$ cat config.mk
export PLATFORM = sky130hd
export DESIGN_NAME = content_protect_status_irq
export DESIGN_NICKNAME = d
export VERILOG_FILES = /design/src/core/cps_pkg.sv /design/src/core/irq_link_if.sv /design/src/core/content_protect_status_irq.sv /design/src/core/event_flag.sv /design/src/core/irq_combine.sv
export SDC_FILE = /design/constraint.sdc
export NUM_CORES = 1
export LEC_CHECK = 0
export BUFFER_PORTS_ARGS = -buffer_cell sky130_fd_sc_hd__buf_2
export CAP_MARGIN = 40
export CORE_MARGIN = 2
export CORE_UTILIZATION = 53
export CTS_CLUSTER_DIAMETER = 80
export CTS_CLUSTER_SIZE = 30
export DETAILED_ROUTE_END_ITERATION = 12
export GPL_TIMING_DRIVEN = 0
export PLACE_DENSITY_LB_ADDON = 0.05
export SLEW_MARGIN = 20
export SYNTH_ARGS = -nofsm -noshare
export SYNTH_HDL_FRONTEND = slang
export SYNTH_SLANG_ARGS = --single-unit
$ cat constraint.sdc
create_clock -name clock -period 3.9 [get_ports clock]
set_input_delay 0.585 -clock clock [delete_from_list [all_inputs] [get_ports clock]]
set_output_delay 0.585 -clock clock [all_outputs]
set_load 0.02 [all_outputs]
$ cat src/core/cps_pkg.sv
/*
 * Shared constants for the content-protection status and interrupt block:
 * register offsets, bit positions and reset values.
 * Assumes an 8-bit serial-control register space behind a simple
 * address/strobe port, all on one clock.
 */
package cps_pkg;
    // register offsets in the serial-control space
    localparam logic [7:0] STATUS_OFS  = 8'hc4;
    localparam logic [7:0] ENABLE_OFS  = 8'hc6;
    localparam logic [7:0] PENDING_OFS = 8'hc7;

    // values after reset, and the value read back from an unmapped address
    localparam logic [7:0] ENABLE_RESET = 8'h00;
    localparam logic [7:0] RDATA_RESET  = 8'h00;
    localparam logic [7:0] UNMAPPED_VAL = 8'h00;

    // status register bit positions
    localparam int ST_RXINT   = 6;
    localparam int ST_LOCK    = 5;
    localparam int ST_HOTPLUG = 4;
    localparam int ST_DETECT  = 3;
    localparam int ST_LIST    = 2;
    localparam int ST_KEY     = 1;
    localparam int ST_AUTH    = 0;

    // interrupt enable / status bit positions
    localparam int IE_INDIRECT = 7;
    localparam int IE_DETECT   = 6;
    localparam int IE_RXINT    = 5;
    localparam int IE_LIST     = 4;
    localparam int IE_KEY      = 3;
    localparam int IE_FAIL     = 2;
    localparam int IE_PASS     = 1;
    localparam int IE_GLOBAL   = 0;
endpackage

$ cat src/core/irq_link_if.sv
/*
 * Carrier between the status block and its interrupt gate: event
 * pulses, enables, the status clear and the resulting status and line.
 * Assumes both ends share one clock.
 */
`timescale 1ns/1ps
interface irq_link_if;
    logic [7:1] event_pulse;
    logic [7:1] enable;
    logic       global_enable;
    logic       pending_clear;
    logic [7:0] pending_value;
    logic       irq_n;

    modport ctrl (output event_pulse, output enable, output global_enable,
                  output pending_clear, input pending_value, input irq_n);
    modport gate (input event_pulse, input enable, input global_enable,
                  input pending_clear, output pending_value, output irq_n);
endinterface

$ cat src/core/content_protect_status_irq.sv
/*
 * Content-protection status flags, interrupt enable register and the
 * hold that stalls authentication at the key handshake points.
 * Assumes a serial-control decoder drives the register port, the cipher
 * engine gives one-cycle event pulses and the control register gives
 * one-cycle acknowledge pulses, all on the same clock.
 */
`timescale 1ns/1ps

// How it works
// - hot plug sets bit 4, read clears
// - bit 3 shows receiver detected now
// - key list loaded sets bit 2, holds
// - list acknowledge resumes and clears bit 2
// - receiver key loaded sets bit 1
// - non-repeater pauses until key acknowledge
// - key acknowledge clears bit 1
// - successful authentication sets bit 0
// - loss or restart clears bit 0
// - enable register resets zero; bit 7 indirect
// - enable bit 6: receiver detected interrupt
// - select bit delays detect until lock
// - enable bit 5 passes downstream interrupts
// - bit 4 list ready, bit 3 key
// - enable bit 2: authentication failure or loss
// - enable bit 1: authentication success
// - bit 0 global enable gates line
// - global flag set for enabled source
// - status shows receiver lock flag
module content_protect_status_irq (
    input  wire logic       clock,
    input  wire logic       sys_rst,
    input  wire logic [7:0] reg_addr,
    input  wire logic       reg_wr,
    input  wire logic       reg_rd,
    input  wire logic [7:0] reg_wdata,
    output logic      [7:0] reg_rdata,
    input  wire logic       hot_plug_event,
    input  wire logic       receiver_detected,
    input  wire logic       receiver_lock_flag,
    input  wire logic       downstream_irq_n,
    input  wire logic       key_list_loaded,
    input  wire logic       receiver_key_loaded,
    input  wire logic       rx_is_repeater,
    input  wire logic       auth_done,
    input  wire logic       auth_fail,
    input  wire logic       auth_restart,
    input  wire logic       indirect_done,
    input  wire logic       key_list_valid_ack,
    input  wire logic       receiver_key_valid_ack,
    input  wire logic       detect_waits_lock_select,
    output logic            auth_hold,
    output logic            irq_n
);
    typedef struct packed {
        logic [7:0] enables;
        logic [7:0] rdata;
        logic       detect_q;
        logic       rxint_q;
    } top_state_t;

    top_state_t st_r;
    top_state_t st_nxt;

    logic       downstream_hot_plug_flag;
    logic       key_list_ready_flag;
    logic       receiver_key_ready_flag;
    logic       authenticated_flag;
    logic       status_read;
    logic       pending_read;
    logic       enable_write;
    logic       detect_cond;
    logic [7:0] status_value;

    irq_link_if irq_bus ();

    // address decode shared by every access kind
    function automatic logic hit(input logic [7:0] addr, input logic [7:0] ofs);
        hit = (addr == ofs);
    endfunction

    assign status_read  = reg_rd & hit(reg_addr, cps_pkg::STATUS_OFS);
    assign pending_read = reg_rd & hit(reg_addr, cps_pkg::PENDING_OFS);
    assign enable_write = reg_wr & hit(reg_addr, cps_pkg::ENABLE_OFS);

    // sticky status flags, each cleared by its own event
    event_flag u_hotplug (
        .clock (clock),
        .sys_rst (sys_rst),
        .set   (hot_plug_event),
        .clr   (status_read),
        .q     (downstream_hot_plug_flag)
    );

    event_flag u_list (
        .clock (clock),
        .sys_rst (sys_rst),
        .set   (key_list_loaded),
        .clr   (key_list_valid_ack),
        .q     (key_list_ready_flag)
    );

    event_flag u_key (
        .clock (clock),
        .sys_rst (sys_rst),
        .set   (receiver_key_loaded),
        .clr   (receiver_key_valid_ack),
        .q     (receiver_key_ready_flag)
    );

    event_flag u_auth (
        .clock (clock),
        .sys_rst (sys_rst),
        .set   (auth_done),
        .clr   (auth_fail | auth_restart),
        .q     (authenticated_flag)
    );

    // hold the engine while a key handshake waits for the controller;
    // a repeater skips the single-key pause and waits on the list instead
    assign auth_hold = key_list_ready_flag
                     | (receiver_key_ready_flag & ~rx_is_repeater);

    // detect condition may wait for lock before it counts
    assign detect_cond = detect_waits_lock_select
                       ? (receiver_detected & receiver_lock_flag)
                       : receiver_detected;

    // event pulses toward the interrupt gate
    assign irq_bus.event_pulse[cps_pkg::IE_INDIRECT] = indirect_done;
    assign irq_bus.event_pulse[cps_pkg::IE_DETECT]   = detect_cond & ~st_r.detect_q;
    assign irq_bus.event_pulse[cps_pkg::IE_RXINT]    = ~downstream_irq_n & st_r.rxint_q;
    assign irq_bus.event_pulse[cps_pkg::IE_LIST]     = key_list_loaded;
    assign irq_bus.event_pulse[cps_pkg::IE_KEY]      = receiver_key_loaded;
    assign irq_bus.event_pulse[cps_pkg::IE_FAIL]     = auth_fail;
    assign irq_bus.event_pulse[cps_pkg::IE_PASS]     = auth_done;

    // enables straight from the register; bit 0 gates the line only
    assign irq_bus.enable        = st_r.enables[7:1];
    assign irq_bus.global_enable = st_r.enables[cps_pkg::IE_GLOBAL];
    assign irq_bus.pending_clear = pending_read;

    irq_combine u_gate (
        .clock   (clock),
        .sys_rst (sys_rst),
        .link    (irq_bus.gate)
    );

    assign irq_n = irq_bus.irq_n;

    // status image; bit 6 is the raw downstream line, active low
    always_comb
    begin
        status_value                     = 8'h00;
        status_value[cps_pkg::ST_RXINT]   = downstream_irq_n;
        status_value[cps_pkg::ST_LOCK]    = receiver_lock_flag;
        status_value[cps_pkg::ST_HOTPLUG] = downstream_hot_plug_flag;
        status_value[cps_pkg::ST_DETECT]  = receiver_detected;
        status_value[cps_pkg::ST_LIST]    = key_list_ready_flag;
        status_value[cps_pkg::ST_KEY]     = receiver_key_ready_flag;
        status_value[cps_pkg::ST_AUTH]    = authenticated_flag;
    end

    // register writes, read data capture and edge history
    always_comb
    begin
        st_nxt          = st_r;
        st_nxt.detect_q = detect_cond;
        st_nxt.rxint_q  = downstream_irq_n;
        if (enable_write)
            st_nxt.enables = reg_wdata;
        if (reg_rd)
        begin
            if (hit(reg_addr, cps_pkg::STATUS_OFS))
                st_nxt.rdata = status_value;
            else if (hit(reg_addr, cps_pkg::ENABLE_OFS))
                st_nxt.rdata = st_r.enables;
            else if (hit(reg_addr, cps_pkg::PENDING_OFS))
                st_nxt.rdata = irq_bus.pending_value;
            else
                st_nxt.rdata = cps_pkg::UNMAPPED_VAL;
        end
    end

    // synchronous reset; downstream line idles high so no false edge
    always_ff @(posedge clock)
    begin
        if (sys_rst)
            st_r <= '{enables: cps_pkg::ENABLE_RESET, rdata: cps_pkg::RDATA_RESET,
                      detect_q: 1'b0, rxint_q: 1'b1};
        else
            st_r <= st_nxt;
    end

    assign reg_rdata = st_r.rdata;

    enable_reset_a: assert property (@(posedge clock)
        $past(sys_rst) |-> st_r.enables == cps_pkg::ENABLE_RESET)
        else $error("enable register not zero after reset");

    hotplug_set_a: assert property (@(posedge clock) disable iff (sys_rst)
        hot_plug_event ##1 (reg_rd && reg_addr == cps_pkg::STATUS_OFS)
        |=> reg_rdata[cps_pkg::ST_HOTPLUG])
        else $error("hot plug not reported");

    hotplug_clear_a: assert property (@(posedge clock) disable iff (sys_rst)
        (status_read && !hot_plug_event) |=> !downstream_hot_plug_flag)
        else $error("hot plug not cleared by read");

    detect_live_a: assert property (@(posedge clock) disable iff (sys_rst)
        status_read |=> reg_rdata[cps_pkg::ST_DETECT] == $past(receiver_detected))
        else $error("detect bit not live");

    list_hold_a: assert property (@(posedge clock) disable iff (sys_rst)
        key_list_loaded |=> (key_list_ready_flag && auth_hold))
        else $error("list ready not held");

    list_ack_a: assert property (@(posedge clock) disable iff (sys_rst)
        (key_list_valid_ack && !key_list_loaded) |=> !key_list_ready_flag)
        else $error("list ready not cleared by acknowledge");

    key_set_a: assert property (@(posedge clock) disable iff (sys_rst)
        receiver_key_loaded |=> receiver_key_ready_flag)
        else $error("key ready not set");

    key_pause_a: assert property (@(posedge clock) disable iff (sys_rst)
        (receiver_key_ready_flag && !rx_is_repeater) |-> auth_hold)
        else $error("no pause on key ready");

    key_ack_a: assert property (@(posedge clock) disable iff (sys_rst)
        (receiver_key_valid_ack && !receiver_key_loaded) |=> !receiver_key_ready_flag)
        else $error("key ready not cleared by acknowledge");

    auth_set_a: assert property (@(posedge clock) disable iff (sys_rst)
        auth_done |=> authenticated_flag)
        else $error("authenticated not set");

    auth_clear_a: assert property (@(posedge clock) disable iff (sys_rst)
        ((auth_fail || auth_restart) && !auth_done) |=> !authenticated_flag)
        else $error("authenticated not cleared");

    detect_wait_a: assert property (@(posedge clock) disable iff (sys_rst)
        (detect_waits_lock_select && !receiver_lock_flag)
        |-> !irq_bus.event_pulse[cps_pkg::IE_DETECT])
        else $error("detect event before lock");

    global_gate_a: assert property (@(posedge clock) disable iff (sys_rst)
        !st_r.enables[cps_pkg::IE_GLOBAL] |=> irq_n)
        else $error("line asserted without global enable");

    pass_line_a: assert property (@(posedge clock) disable iff (sys_rst)
        (auth_done && st_r.enables[cps_pkg::IE_PASS] && st_r.enables[cps_pkg::IE_GLOBAL]
         && !enable_write && !pending_read)
        |=> ##1 !irq_n)
        else $error("success interrupt not raised");

    // writes land whole in the enable register
    enable_write_a: assert property (@(posedge clock) disable iff (sys_rst)
        enable_write |=> st_r.enables == $past(reg_wdata))
        else $error("enable register write lost");

    // status reads show the level flags as they stood at the read
    lock_status_a: assert property (@(posedge clock) disable iff (sys_rst)
        status_read |=> reg_rdata[cps_pkg::ST_LOCK] == $past(receiver_lock_flag))
        else $error("lock bit not shown");

    list_status_a: assert property (@(posedge clock) disable iff (sys_rst)
        status_read |=> reg_rdata[cps_pkg::ST_LIST] == $past(key_list_ready_flag))
        else $error("list ready bit not shown");

    // every source lands in its own pending bit, enabled or not
    indirect_latch_a: assert property (@(posedge clock) disable iff (sys_rst)
        indirect_done |=> irq_bus.pending_value[cps_pkg::IE_INDIRECT])
        else $error("indirect event not latched");

    detect_latch_a: assert property (@(posedge clock) disable iff (sys_rst)
        $rose(detect_cond) |=> irq_bus.pending_value[cps_pkg::IE_DETECT])
        else $error("detect event not latched");

    rxint_latch_a: assert property (@(posedge clock) disable iff (sys_rst)
        $fell(downstream_irq_n) |=> irq_bus.pending_value[cps_pkg::IE_RXINT])
        else $error("downstream interrupt not latched");

    list_latch_a: assert property (@(posedge clock) disable iff (sys_rst)
        key_list_loaded |=> irq_bus.pending_value[cps_pkg::IE_LIST])
        else $error("list ready event not latched");

    key_latch_a: assert property (@(posedge clock) disable iff (sys_rst)
        receiver_key_loaded |=> irq_bus.pending_value[cps_pkg::IE_KEY])
        else $error("key ready event not latched");

    fail_latch_a: assert property (@(posedge clock) disable iff (sys_rst)
        auth_fail |=> irq_bus.pending_value[cps_pkg::IE_FAIL])
        else $error("failure event not latched");

    // line low only after the global enable stood on the cycle before
    line_gated_a: assert property (@(posedge clock) disable iff (sys_rst)
        !irq_n |-> $past(st_r.enables[cps_pkg::IE_GLOBAL]))
        else $error("line low without global enable");

    // engine released once no handshake waits on the controller
    hold_release_a: assert property (@(posedge clock) disable iff (sys_rst)
        (!key_list_ready_flag && (!receiver_key_ready_flag || rx_is_repeater)) |-> !auth_hold)
        else $error("engine held with nothing pending");
endmodule

$ cat src/core/event_flag.sv
/*
 * One sticky status flag: a set pulse raises it, a clear pulse drops it.
 * Assumes set and clear come from logic on the same clock.
 */
`timescale 1ns/1ps
module event_flag (
    input  wire logic clock,
    input  wire logic sys_rst,
    input  wire logic set,
    input  wire logic clr,
    output logic      q
);
    typedef struct packed {
        logic q;
    } flag_state_t;

    flag_state_t st_r;
    flag_state_t st_nxt;

    // set beats clear so an event in the clearing cycle survives
    always_comb
    begin
        st_nxt   = st_r;
        st_nxt.q = set | (st_r.q & ~clr);
    end

    always_ff @(posedge clock)
    begin
        if (sys_rst)
            st_r <= '0;
        else
            st_r <= st_nxt;
    end

    assign q = st_r.q;

    set_wins_a: assert property (@(posedge clock) disable iff (sys_rst)
        set |=> q)
        else $error("flag lost a set pulse");
endmodule

$ cat src/core/irq_combine.sv
/*
 * Interrupt gate: latches event pulses into the interrupt status, forms
 * the global flag from the enabled ones and drives the line.
 * Assumes event pulses last one cycle and the clear is a status read.
 */
`timescale 1ns/1ps
module irq_combine (
    input  wire logic   clock,
    input  wire logic   sys_rst,
    irq_link_if.gate    link
);
    typedef struct packed {
        logic [7:1] latched;
        logic       irq_n;
    } gate_state_t;

    gate_state_t st_r;
    gate_state_t st_nxt;
    logic        any_enabled;

    // global flag: any latched source whose enable is set
    assign any_enabled    = |(st_r.latched & link.enable);
    assign link.pending_value = {st_r.latched, any_enabled};
    assign link.irq_n     = st_r.irq_n;

    // latching with set over clear; line held off without global enable
    always_comb
    begin
        st_nxt         = st_r;
        st_nxt.latched = (st_r.latched & ~{7{link.pending_clear}}) | link.event_pulse;
        st_nxt.irq_n   = ~(any_enabled & link.global_enable);
    end

    always_ff @(posedge clock)
    begin
        if (sys_rst)
            st_r <= '{latched: 7'h00, irq_n: 1'b1};
        else
            st_r <= st_nxt;
    end

    global_flag_a: assert property (@(posedge clock) disable iff (sys_rst)
        (|(link.event_pulse & link.enable)) ##1 $stable(link.enable)
        |-> link.pending_value[0])
        else $error("global flag missing for an enabled source");
endmodule

==> Word level (Yosys, flattened, before mapping) <==
Cells that the tools add are included.
{ "totals": {"reg_bits": 30, "wordCells": 48} }
{ "classes": {"eq_ne": 3, "n_mux": 4, "bitwise_logic": 30, "n_reduce_logical": 1} }
{ "ops": {"columns": ["op", "n"], "rows": [
  ["8-bit equality test (second input constant)", 3],
  ["8-bit two-way mux", 3],
  ["7-bit bitwise AND", 2],
  ["1-bit bitwise AND", 12],
  ["1-bit NOT", 8],
  ["7-bit NOT", 1],
  ["7-bit bitwise OR", 1],
  ["7-bit OR reduction", 1],
  ["1-bit bitwise OR", 6],
  ["1-bit two-way mux", 1]
]} }

==> Depth between registers and ports, before layout <==
Gate-level depths: netlist (run 1).
{ "logic_depth": {"word_depth": 5, "mapped_depth": 5} }

==> Cells and area by module <==
From an unflattened synthesis (run 1), not the netlist that was laid out.
{ "hier_totals": {"hier_cells": 168, "area_unflattened_um2": 1490.2} }
{ "by_module_without_submodules": {"columns": ["mod", "instances", "cells_each", "area_per_inst_um2"], "rows": [
  ["content_protect_status_irq", 1, 115, 1014.7],
  ["irq_combine", 1, 37, 320.3],
  ["event_flag", 4, 4, 38.8]
]} }

==> Least setup slack after synthesis (run 1) <==
Ideal clock, no wire load.
{ "synth_timing": {"path_type": "input to register", "startpoint": "in reg_addr[4]", "endpoint": "reg st_r (netlist bit irq_bus.enable[1])", "t_arrival_ns": 1.680, "slack_ns": 2.093, "cell_stages": 4, "path_buffers": 0, "cell_sequence": "nand4bb_4 -> nor4_4 -> mux2i_1 -> nor2_1"} }
{ "synth_between": {"elab_chain_len": 2} }
{ "synth_lines": {"columns": ["element", "line_no", "source"], "rows": [
  ["start, declared", "content_protect_status_irq.sv:33", "input wire logic [7:0] reg_addr,"],
  ["8-bit equality test", "content_protect_status_irq.sv:79", "hit = (addr == ofs);"],
  ["1-bit bitwise AND", "content_protect_status_irq.sv:84", "assign enable_write = reg_wr & hit(reg_addr, cps_pkg::ENABLE_OFS);"],
  ["end signal, assigned", "content_protect_status_irq.sv:189", "st_r <= '{enables: cps_pkg::ENABLE_RESET, rdata: cps_pkg::RDATA_RESET,"],
  ["end signal, assigned", "content_protect_status_irq.sv:192", "st_r <= st_nxt;"],
  ["end, declared", "content_protect_status_irq.sv:62", "top_state_t st_r;"]
]} }
No other way between the ends.
A chain may end at the register's enable or synchronous reset.

==> Worst setup path in the final report (run 1) <==
{ "layout_timing": {"startpoint": "in reg_addr[4]", "endpoint": "reg st_r (netlist bit irq_bus.enable[4])"} }
Same word-level chain as after synthesis.

==> reports/metrics.cfg, run 1 <==
[status]
status=finished, final reports clean

[place]
dpl.cell_count=222
gp_congestion=0.756
hpwl_mm=2.15
place_area_um2=1610
port_buffers=41

[floorplanning]
die_area_um2=3010
num_rows=18
dieWidth_um=54.8
io_pins=44
initial_core_util_pct=55.8
die_y_um=54.8
core_um2=2450

[grt]
grt_pass1_wl_mm=4.46
first_global_vias=1046
grt_antenna_before_repair=0
grt_usage_pct=21.6
grt_max_degree=11
grt_overflow=0

[synthesis]
ys_ff_latch=30
syn_area_um2=1370
synthCells=151
ys_types=29
yosysSeqAreaShare_pct=43.8
ys_warn_count=0
syn_avg_cell_area_um2=9.07
synth_top_area_share_pct=43.8
synth_area_leaders=dfxtp_1, nor2_1, mux2i_1
synth_fp_nets=185
synth_top_area_cell=dfxtp_1

[setup_path]
cp.required_ns=4.10
slowest_stage=nor4_4
cp-start-kind=input pin
slowest_delay_ns=0.65
critPathKind=input pin to register
crit_chain=buf_2, nand4bb_4, nor4_4, mux2i_1, nor2_1
arrival_ns=1.93
endpoint_kind=register
critPathMaxFanout=8

[routing]
drtPass1Iterations=4
dr.first_iter.drc_count=21
num_vias=1189
wirelength_mm=2.83
drc_errors=0
vias_per_cell=5.19
wl_per_cell_um=12.4
ant_nets=0

[timing]
finalSetupTns_ns=0
drv_slew=0
skew_ns=0.00548
tightestPinTransition_ns=0.670
setup_viol=0
slew_headroom_pct=55.0
period_share_pct=44.3
final_hold_viol_count=0
min_period_ns=1.73
fmax_ghz=0.578
rsz0062_at_grt=no

[power]
powerDensity_nw_per_um2=342
max-vdd-ir-drop_v=0.000296
finalPower_mw=0.568
leakage_nw=0.721

[final_layout]
utilization_pct=67.5
instances_no_fill=229
nets=233
syn_to_final_growth_pct=21.0
stdcell_area_um2=1660
fillers=228
drive_above_1_share_pct=34.7
diodes=0

[clock_tree]
clk_latency_ns=0.32
cts_max_level=2
tritoncts=done
cts_hold_buf=0
clkSlewWorstSetupHoldPaths_ns=0.09
clock_sinks=30
cts_root_buffer=clkbuf_4
numCtsBuffers=5
post_cts_buffers=0
ctsResizeCount=0
cts_max_path_buffers=2

[hold_path]
holdCritPathClass=register to register

[flow_run]
cap_violations=0

flip-flops by register name (all words and copies together) (netlist names):
name	flops
u_key.q	1
u_gate.link.irq_n	1
u_list.q	1
irq_bus.enable	7
st_r	2
irq_bus.global_enable	1
u_hotplug.q	1
u_gate.link.pending_value	7
u_auth.q	1
reg_rdata	8
critical path, delay by kind of cell:
kind                   cells  cell delay, ns
buffers and inverters      1            0.10
muxes                      1            0.27
and+or+nand+nor            3            0.97
area by class of cell:
| class | instances | area, um^2 | share of cell area, % |
|---|---|---|---|
| Multi-Input combinational cell | 100 | 652 | 39.3 |
| Sequential cell | 30 | 601 | 36.2 |
| Timing Repair Buffer | 41 | 205 | 12.4 |
| Buffer | 15 | 95.1 | 5.74 |
| Clock buffer | 7 | 45.0 | 2.72 |
| Tap cell | 30 | 37.5 | 2.26 |
| Inverter | 6 | 22.5 | 1.36 |
power by group:
| group | internal, mW | leakage, nW | switching (mW) |
|---|---|---|---|
| logic | 0.0374 | 0.448 | 0.0367 |
| clock network | 0.0678 | 0.0254 | 0.0983 |
| registers | 0.319 | 0.247 | 0.00808 |
| total | 0.424 | 0.721 | 0.143 |
cell usage after synthesis:
master	number
mux2i_1	8
a22oi_1	2
nor4_4	1
nor2_1	27
nand2_1	14
nand4_1	1
a311oi_1	7
and2_1	1
dfxtp_1	30
a31oi_1	1
or2_2	1
and4bb_2	1
buf_4	10
nand2b_1	3
and3_1	2
a32o_1	1
nor4_1	2
nand3_1	3
buf_2	1
nand4bb_4	1
inv_1	6
nor2b_1	3
mux2_2	7
nor4_2	1
a21o_1	1
a222oi_1	1
a21oi_1	10
o41ai_1	1
clkbuf_1	4
per-layer routing:
metal  up-vias  routed length [um]  track usage (%)
met5         -                   0                0
met4         0                  55             9.17
met3         8                 180             8.20
met2        35                1340             33.5
met1       529                1260             26.5
li1        617                   -                -
logic make-up after synthesis:
group / synth area share, %
flops: 43.8
simple gates: 23.7
buf+inv: 8.58
compound gates: 12.3
mux: 11.6
worst paths after layout:
path | end | start | cells after the start | slack [ns]
worst min register to register | u_gate.link.irq_n | irq_bus.global_enable | 1 | 0.43
worst max-delay path | irq_bus.enable[4] | reg_addr[4] | 5 | 2.17
worst max register to register | reg_rdata[0] | u_gate.link.pending_value[1] | 4 | 2.63
worst min-delay path | u_gate.link.irq_n | irq_bus.global_enable | 1 | 0.43
through the flow:
stage | hold slack, ns | setup WS (ns)
final | 0.431 | 2.17
after CTS | 0.431 | 2.16
after floorplan | 0.380 | 2.09
after global placement | 0.405 | 1.84
after detailed placement | 0.410 | 1.82
after global routing | 0.466 | 2.07
cell usage in the layout, fill, tap and decap left out, drive strengths merged:
cell	instances
buf	52
and4bb	1
a222oi	1
a22oi	2
nor2	27
nand2	14
a21oi	10
mux2i	8
dfxtp	30
nand4bb	1
inv	6
nor2b	3
mux2	7
and3	2
clkbuf	11
a32o	1
o41ai	1
and2	1
nor4	4
nand2b	3
a311oi	7
a21o	1
nand3	3
nand4	1
a31oi	1
or2	1
No activity file was read; power rests on OpenSTA's default activity.
==> run 2: changes to the inputs <==
CORE_ASPECT_RATIO = 2   (was not set)
CORE_UTILIZATION = 45   (was 53)
clock period = 1.4 ns   (was 3.9 ns; I/O delays follow)
==> run 2 against run 1 <==
Global-route usage fell by 1.6 points; via count increased by 4.1%; clock power rose to 4.3 times the previous value; non-clock buffer count increased by 1; clock-buffer cell count fell by 1; core utilization fell by 8.5 points; routed wire length is 12% higher; critical endpoint is now reg_rdata[0].
==> reports/metrics.cfg, run 2 (same netlist as run 1, synthesis figures left out) <==
[status]
status=finished, final reports clean  ; unchanged

[timing]
finalSetupTns_ns=0  ; unchanged
setup_viol=0  ; unchanged
rsz0062_at_grt=no  ; unchanged
min_period_ns=1.31
slew_headroom_pct=68.5  ; was 55.0%
drv_slew=0  ; unchanged
tightestPinTransition_ns=0.473  ; was 0.670 ns
fmax_ghz=0.761
skew_ns=0.00570  ; was 0.00548 ns
period_share_pct=93.9
fin_ws_ns=0.0853  ; was 2.17 ns
final_hold_viol_count=0  ; unchanged

[grt]
grt_usage_pct=20.0  ; was 21.6%
first_global_vias=1246  ; was 1,046
grt_max_degree=11  ; unchanged
grt_antenna_before_repair=0  ; unchanged
grt_overflow=0  ; unchanged
grt_pass1_wl_mm=5.24  ; was 4.46 mm

[floorplanning]
dieWidth_um=43.0  ; was 54.8 um
io_pins=44  ; unchanged
num_rows=28  ; was 18
die_y_um=82.0  ; was 54.8 um
die_area_um2=3530  ; was 3010 um^2
core_um2=2940  ; was 2450 um^2
initial_core_util_pct=46.6  ; was 55.8%

[routing]
num_vias=1238  ; was 1,189
drtPass1Iterations=4  ; unchanged
wl_per_cell_um=13.8  ; was 12.4 um
dr.first_iter.drc_count=17  ; was 21
wirelength_mm=3.18  ; was 2.83 mm
ant_nets=0  ; unchanged
vias_per_cell=5.36  ; was 5.19
drc_errors=0  ; unchanged

[power]
finalPower_mw=1.85  ; was 0.568 mW
powerDensity_nw_per_um2=1060  ; was 342 nW/um^2
max-vdd-ir-drop_v=0.000811  ; was 0.000296 V
leakage_nw=0.754  ; was 0.721 nW

[clock_tree]
cts_root_buffer=clkbuf_8  ; was clkbuf_4
clkSlewWorstSetupHoldPaths_ns=0.06  ; was 0.09 ns
tritoncts=done  ; unchanged
numCtsBuffers=5  ; unchanged
cts_max_level=2  ; unchanged
clock_sinks=30  ; unchanged
clk_latency_ns=0.28  ; was 0.32 ns
cts_max_path_buffers=2  ; unchanged

[final_layout]
final_common_cell=buf_2  ; unchanged
diodes=0  ; unchanged
register_area_um2=601  ; unchanged
multi_input_area_um2=661  ; was 652 um^2
utilization_pct=59.0  ; was 67.5%
largest_register_ffs=8  ; unchanged
final_cell_mix=buf_2, dfxtp_1, nor2_1  ; unchanged
drive_above_1_share_pct=36.3  ; was 34.7%
instances_no_fill=231  ; was 229
nets=234  ; was 233
syn_to_final_growth_pct=26.8  ; was 21.0%
fillers=288  ; was 228

[place]
hpwl_mm=2.45  ; was 2.15 mm
dp_slack_ns=-0.369  ; was 1.82 ns
port_buffers=41  ; unchanged
dpl.cell_count=222  ; unchanged
gp_congestion=0.815  ; was 0.756

[setup_path]
timing.rr.end=reg_rdata[0]  ; unchanged
reg2reg_slack_ns=0.09  ; was 2.63 ns
cp.required_ns=1.56  ; was 4.10 ns
crit_start=u_gate.link.pending_value[1]  ; was reg_addr[4]
critPathMaxFanout=3  ; was 8
arrival_ns=1.48  ; was 1.93 ns
critPathKind=register to register  ; was input pin to register
cp-endpoint=reg_rdata[0]  ; was irq_bus.enable[4]
r2r_cells=4  ; unchanged
r2r-start=u_gate.link.pending_value[1]  ; unchanged
endpoint_kind=register  ; unchanged
cp-start-kind=register  ; was input pin

[hold_path]
holdCritPathClass=input pin to register  ; was register to register

[flow_run]
cap_violations=0  ; unchanged

run 2: cell count changes in the layout (fill, tap and decap cells not counted), sizes merged:
cell	before	now
buf	52	53
clkbuf	11	10
clkinv	0	1
clkinvlp	0	1
run 2: cell type report:
class	count	share of cell area [%]
Multi-Input combinational cell	100	38.0
Timing Repair Buffer	42	13.0
Clock buffer	6	4.76
Tap cell	30	2.16
Inverter	6	1.30
Clock inverter	2	0.720
Buffer	15	5.48
Sequential cell	30	34.6
run 2: timing repair:
action,in CTS,in global routing
setup buffers,1,0
hold buffers,0,0
setup endpoints to repair,13,0
resized for setup,1,0
run 2: critical path: stages, from the launching register on:
cell,delay (ns)
dfxtp_1,0.33
a222oi_1,0.43
nand3_1,0.17
a31oi_1,0.21
nor4_1,0.06
run 2: how the worst min path moves through the flow:
stage | start | to | slack [ns] | cells after the start
after floorplan | downstream_irq_n | st_r[0] | 0.32 | 1
after global placement | indirect_done | u_gate.link.pending_value[7] | 0.42 | 3
after detailed placement | irq_bus.global_enable | u_gate.link.irq_n | 0.42 | 1
after CTS | indirect_done | u_gate.link.pending_value[7] | 0.14 | 3
after global routing | indirect_done | u_gate.link.pending_value[7] | 0.16 | 3
final | indirect_done | u_gate.link.pending_value[7] | 0.14 | 3
run 2: where the power goes:
group          total [mW]  internal (mW)  switching, mW  leakage, nW
sequential          0.915          0.890         0.0243        0.247
clock               0.721          0.394          0.327       0.0472
combinational       0.209          0.105          0.105        0.459
run 2: through the flow:
step	hold WS (ns)	area (um^2)
3_5_place_dp	0.423	1610
2_1_floorplan	0.317	1370
4_1_cts	0.138	1740
6_report	0.141	1740
3_3_place_gp	0.421	1610
5_1_grt	0.155	1740
run 2: routing by layer:
layer	GRT usage, %	routed length (um)
met4	11.8	87
met2	38.0	1800
met5	0	0
met3	4.18	138
met1	18.9	1150
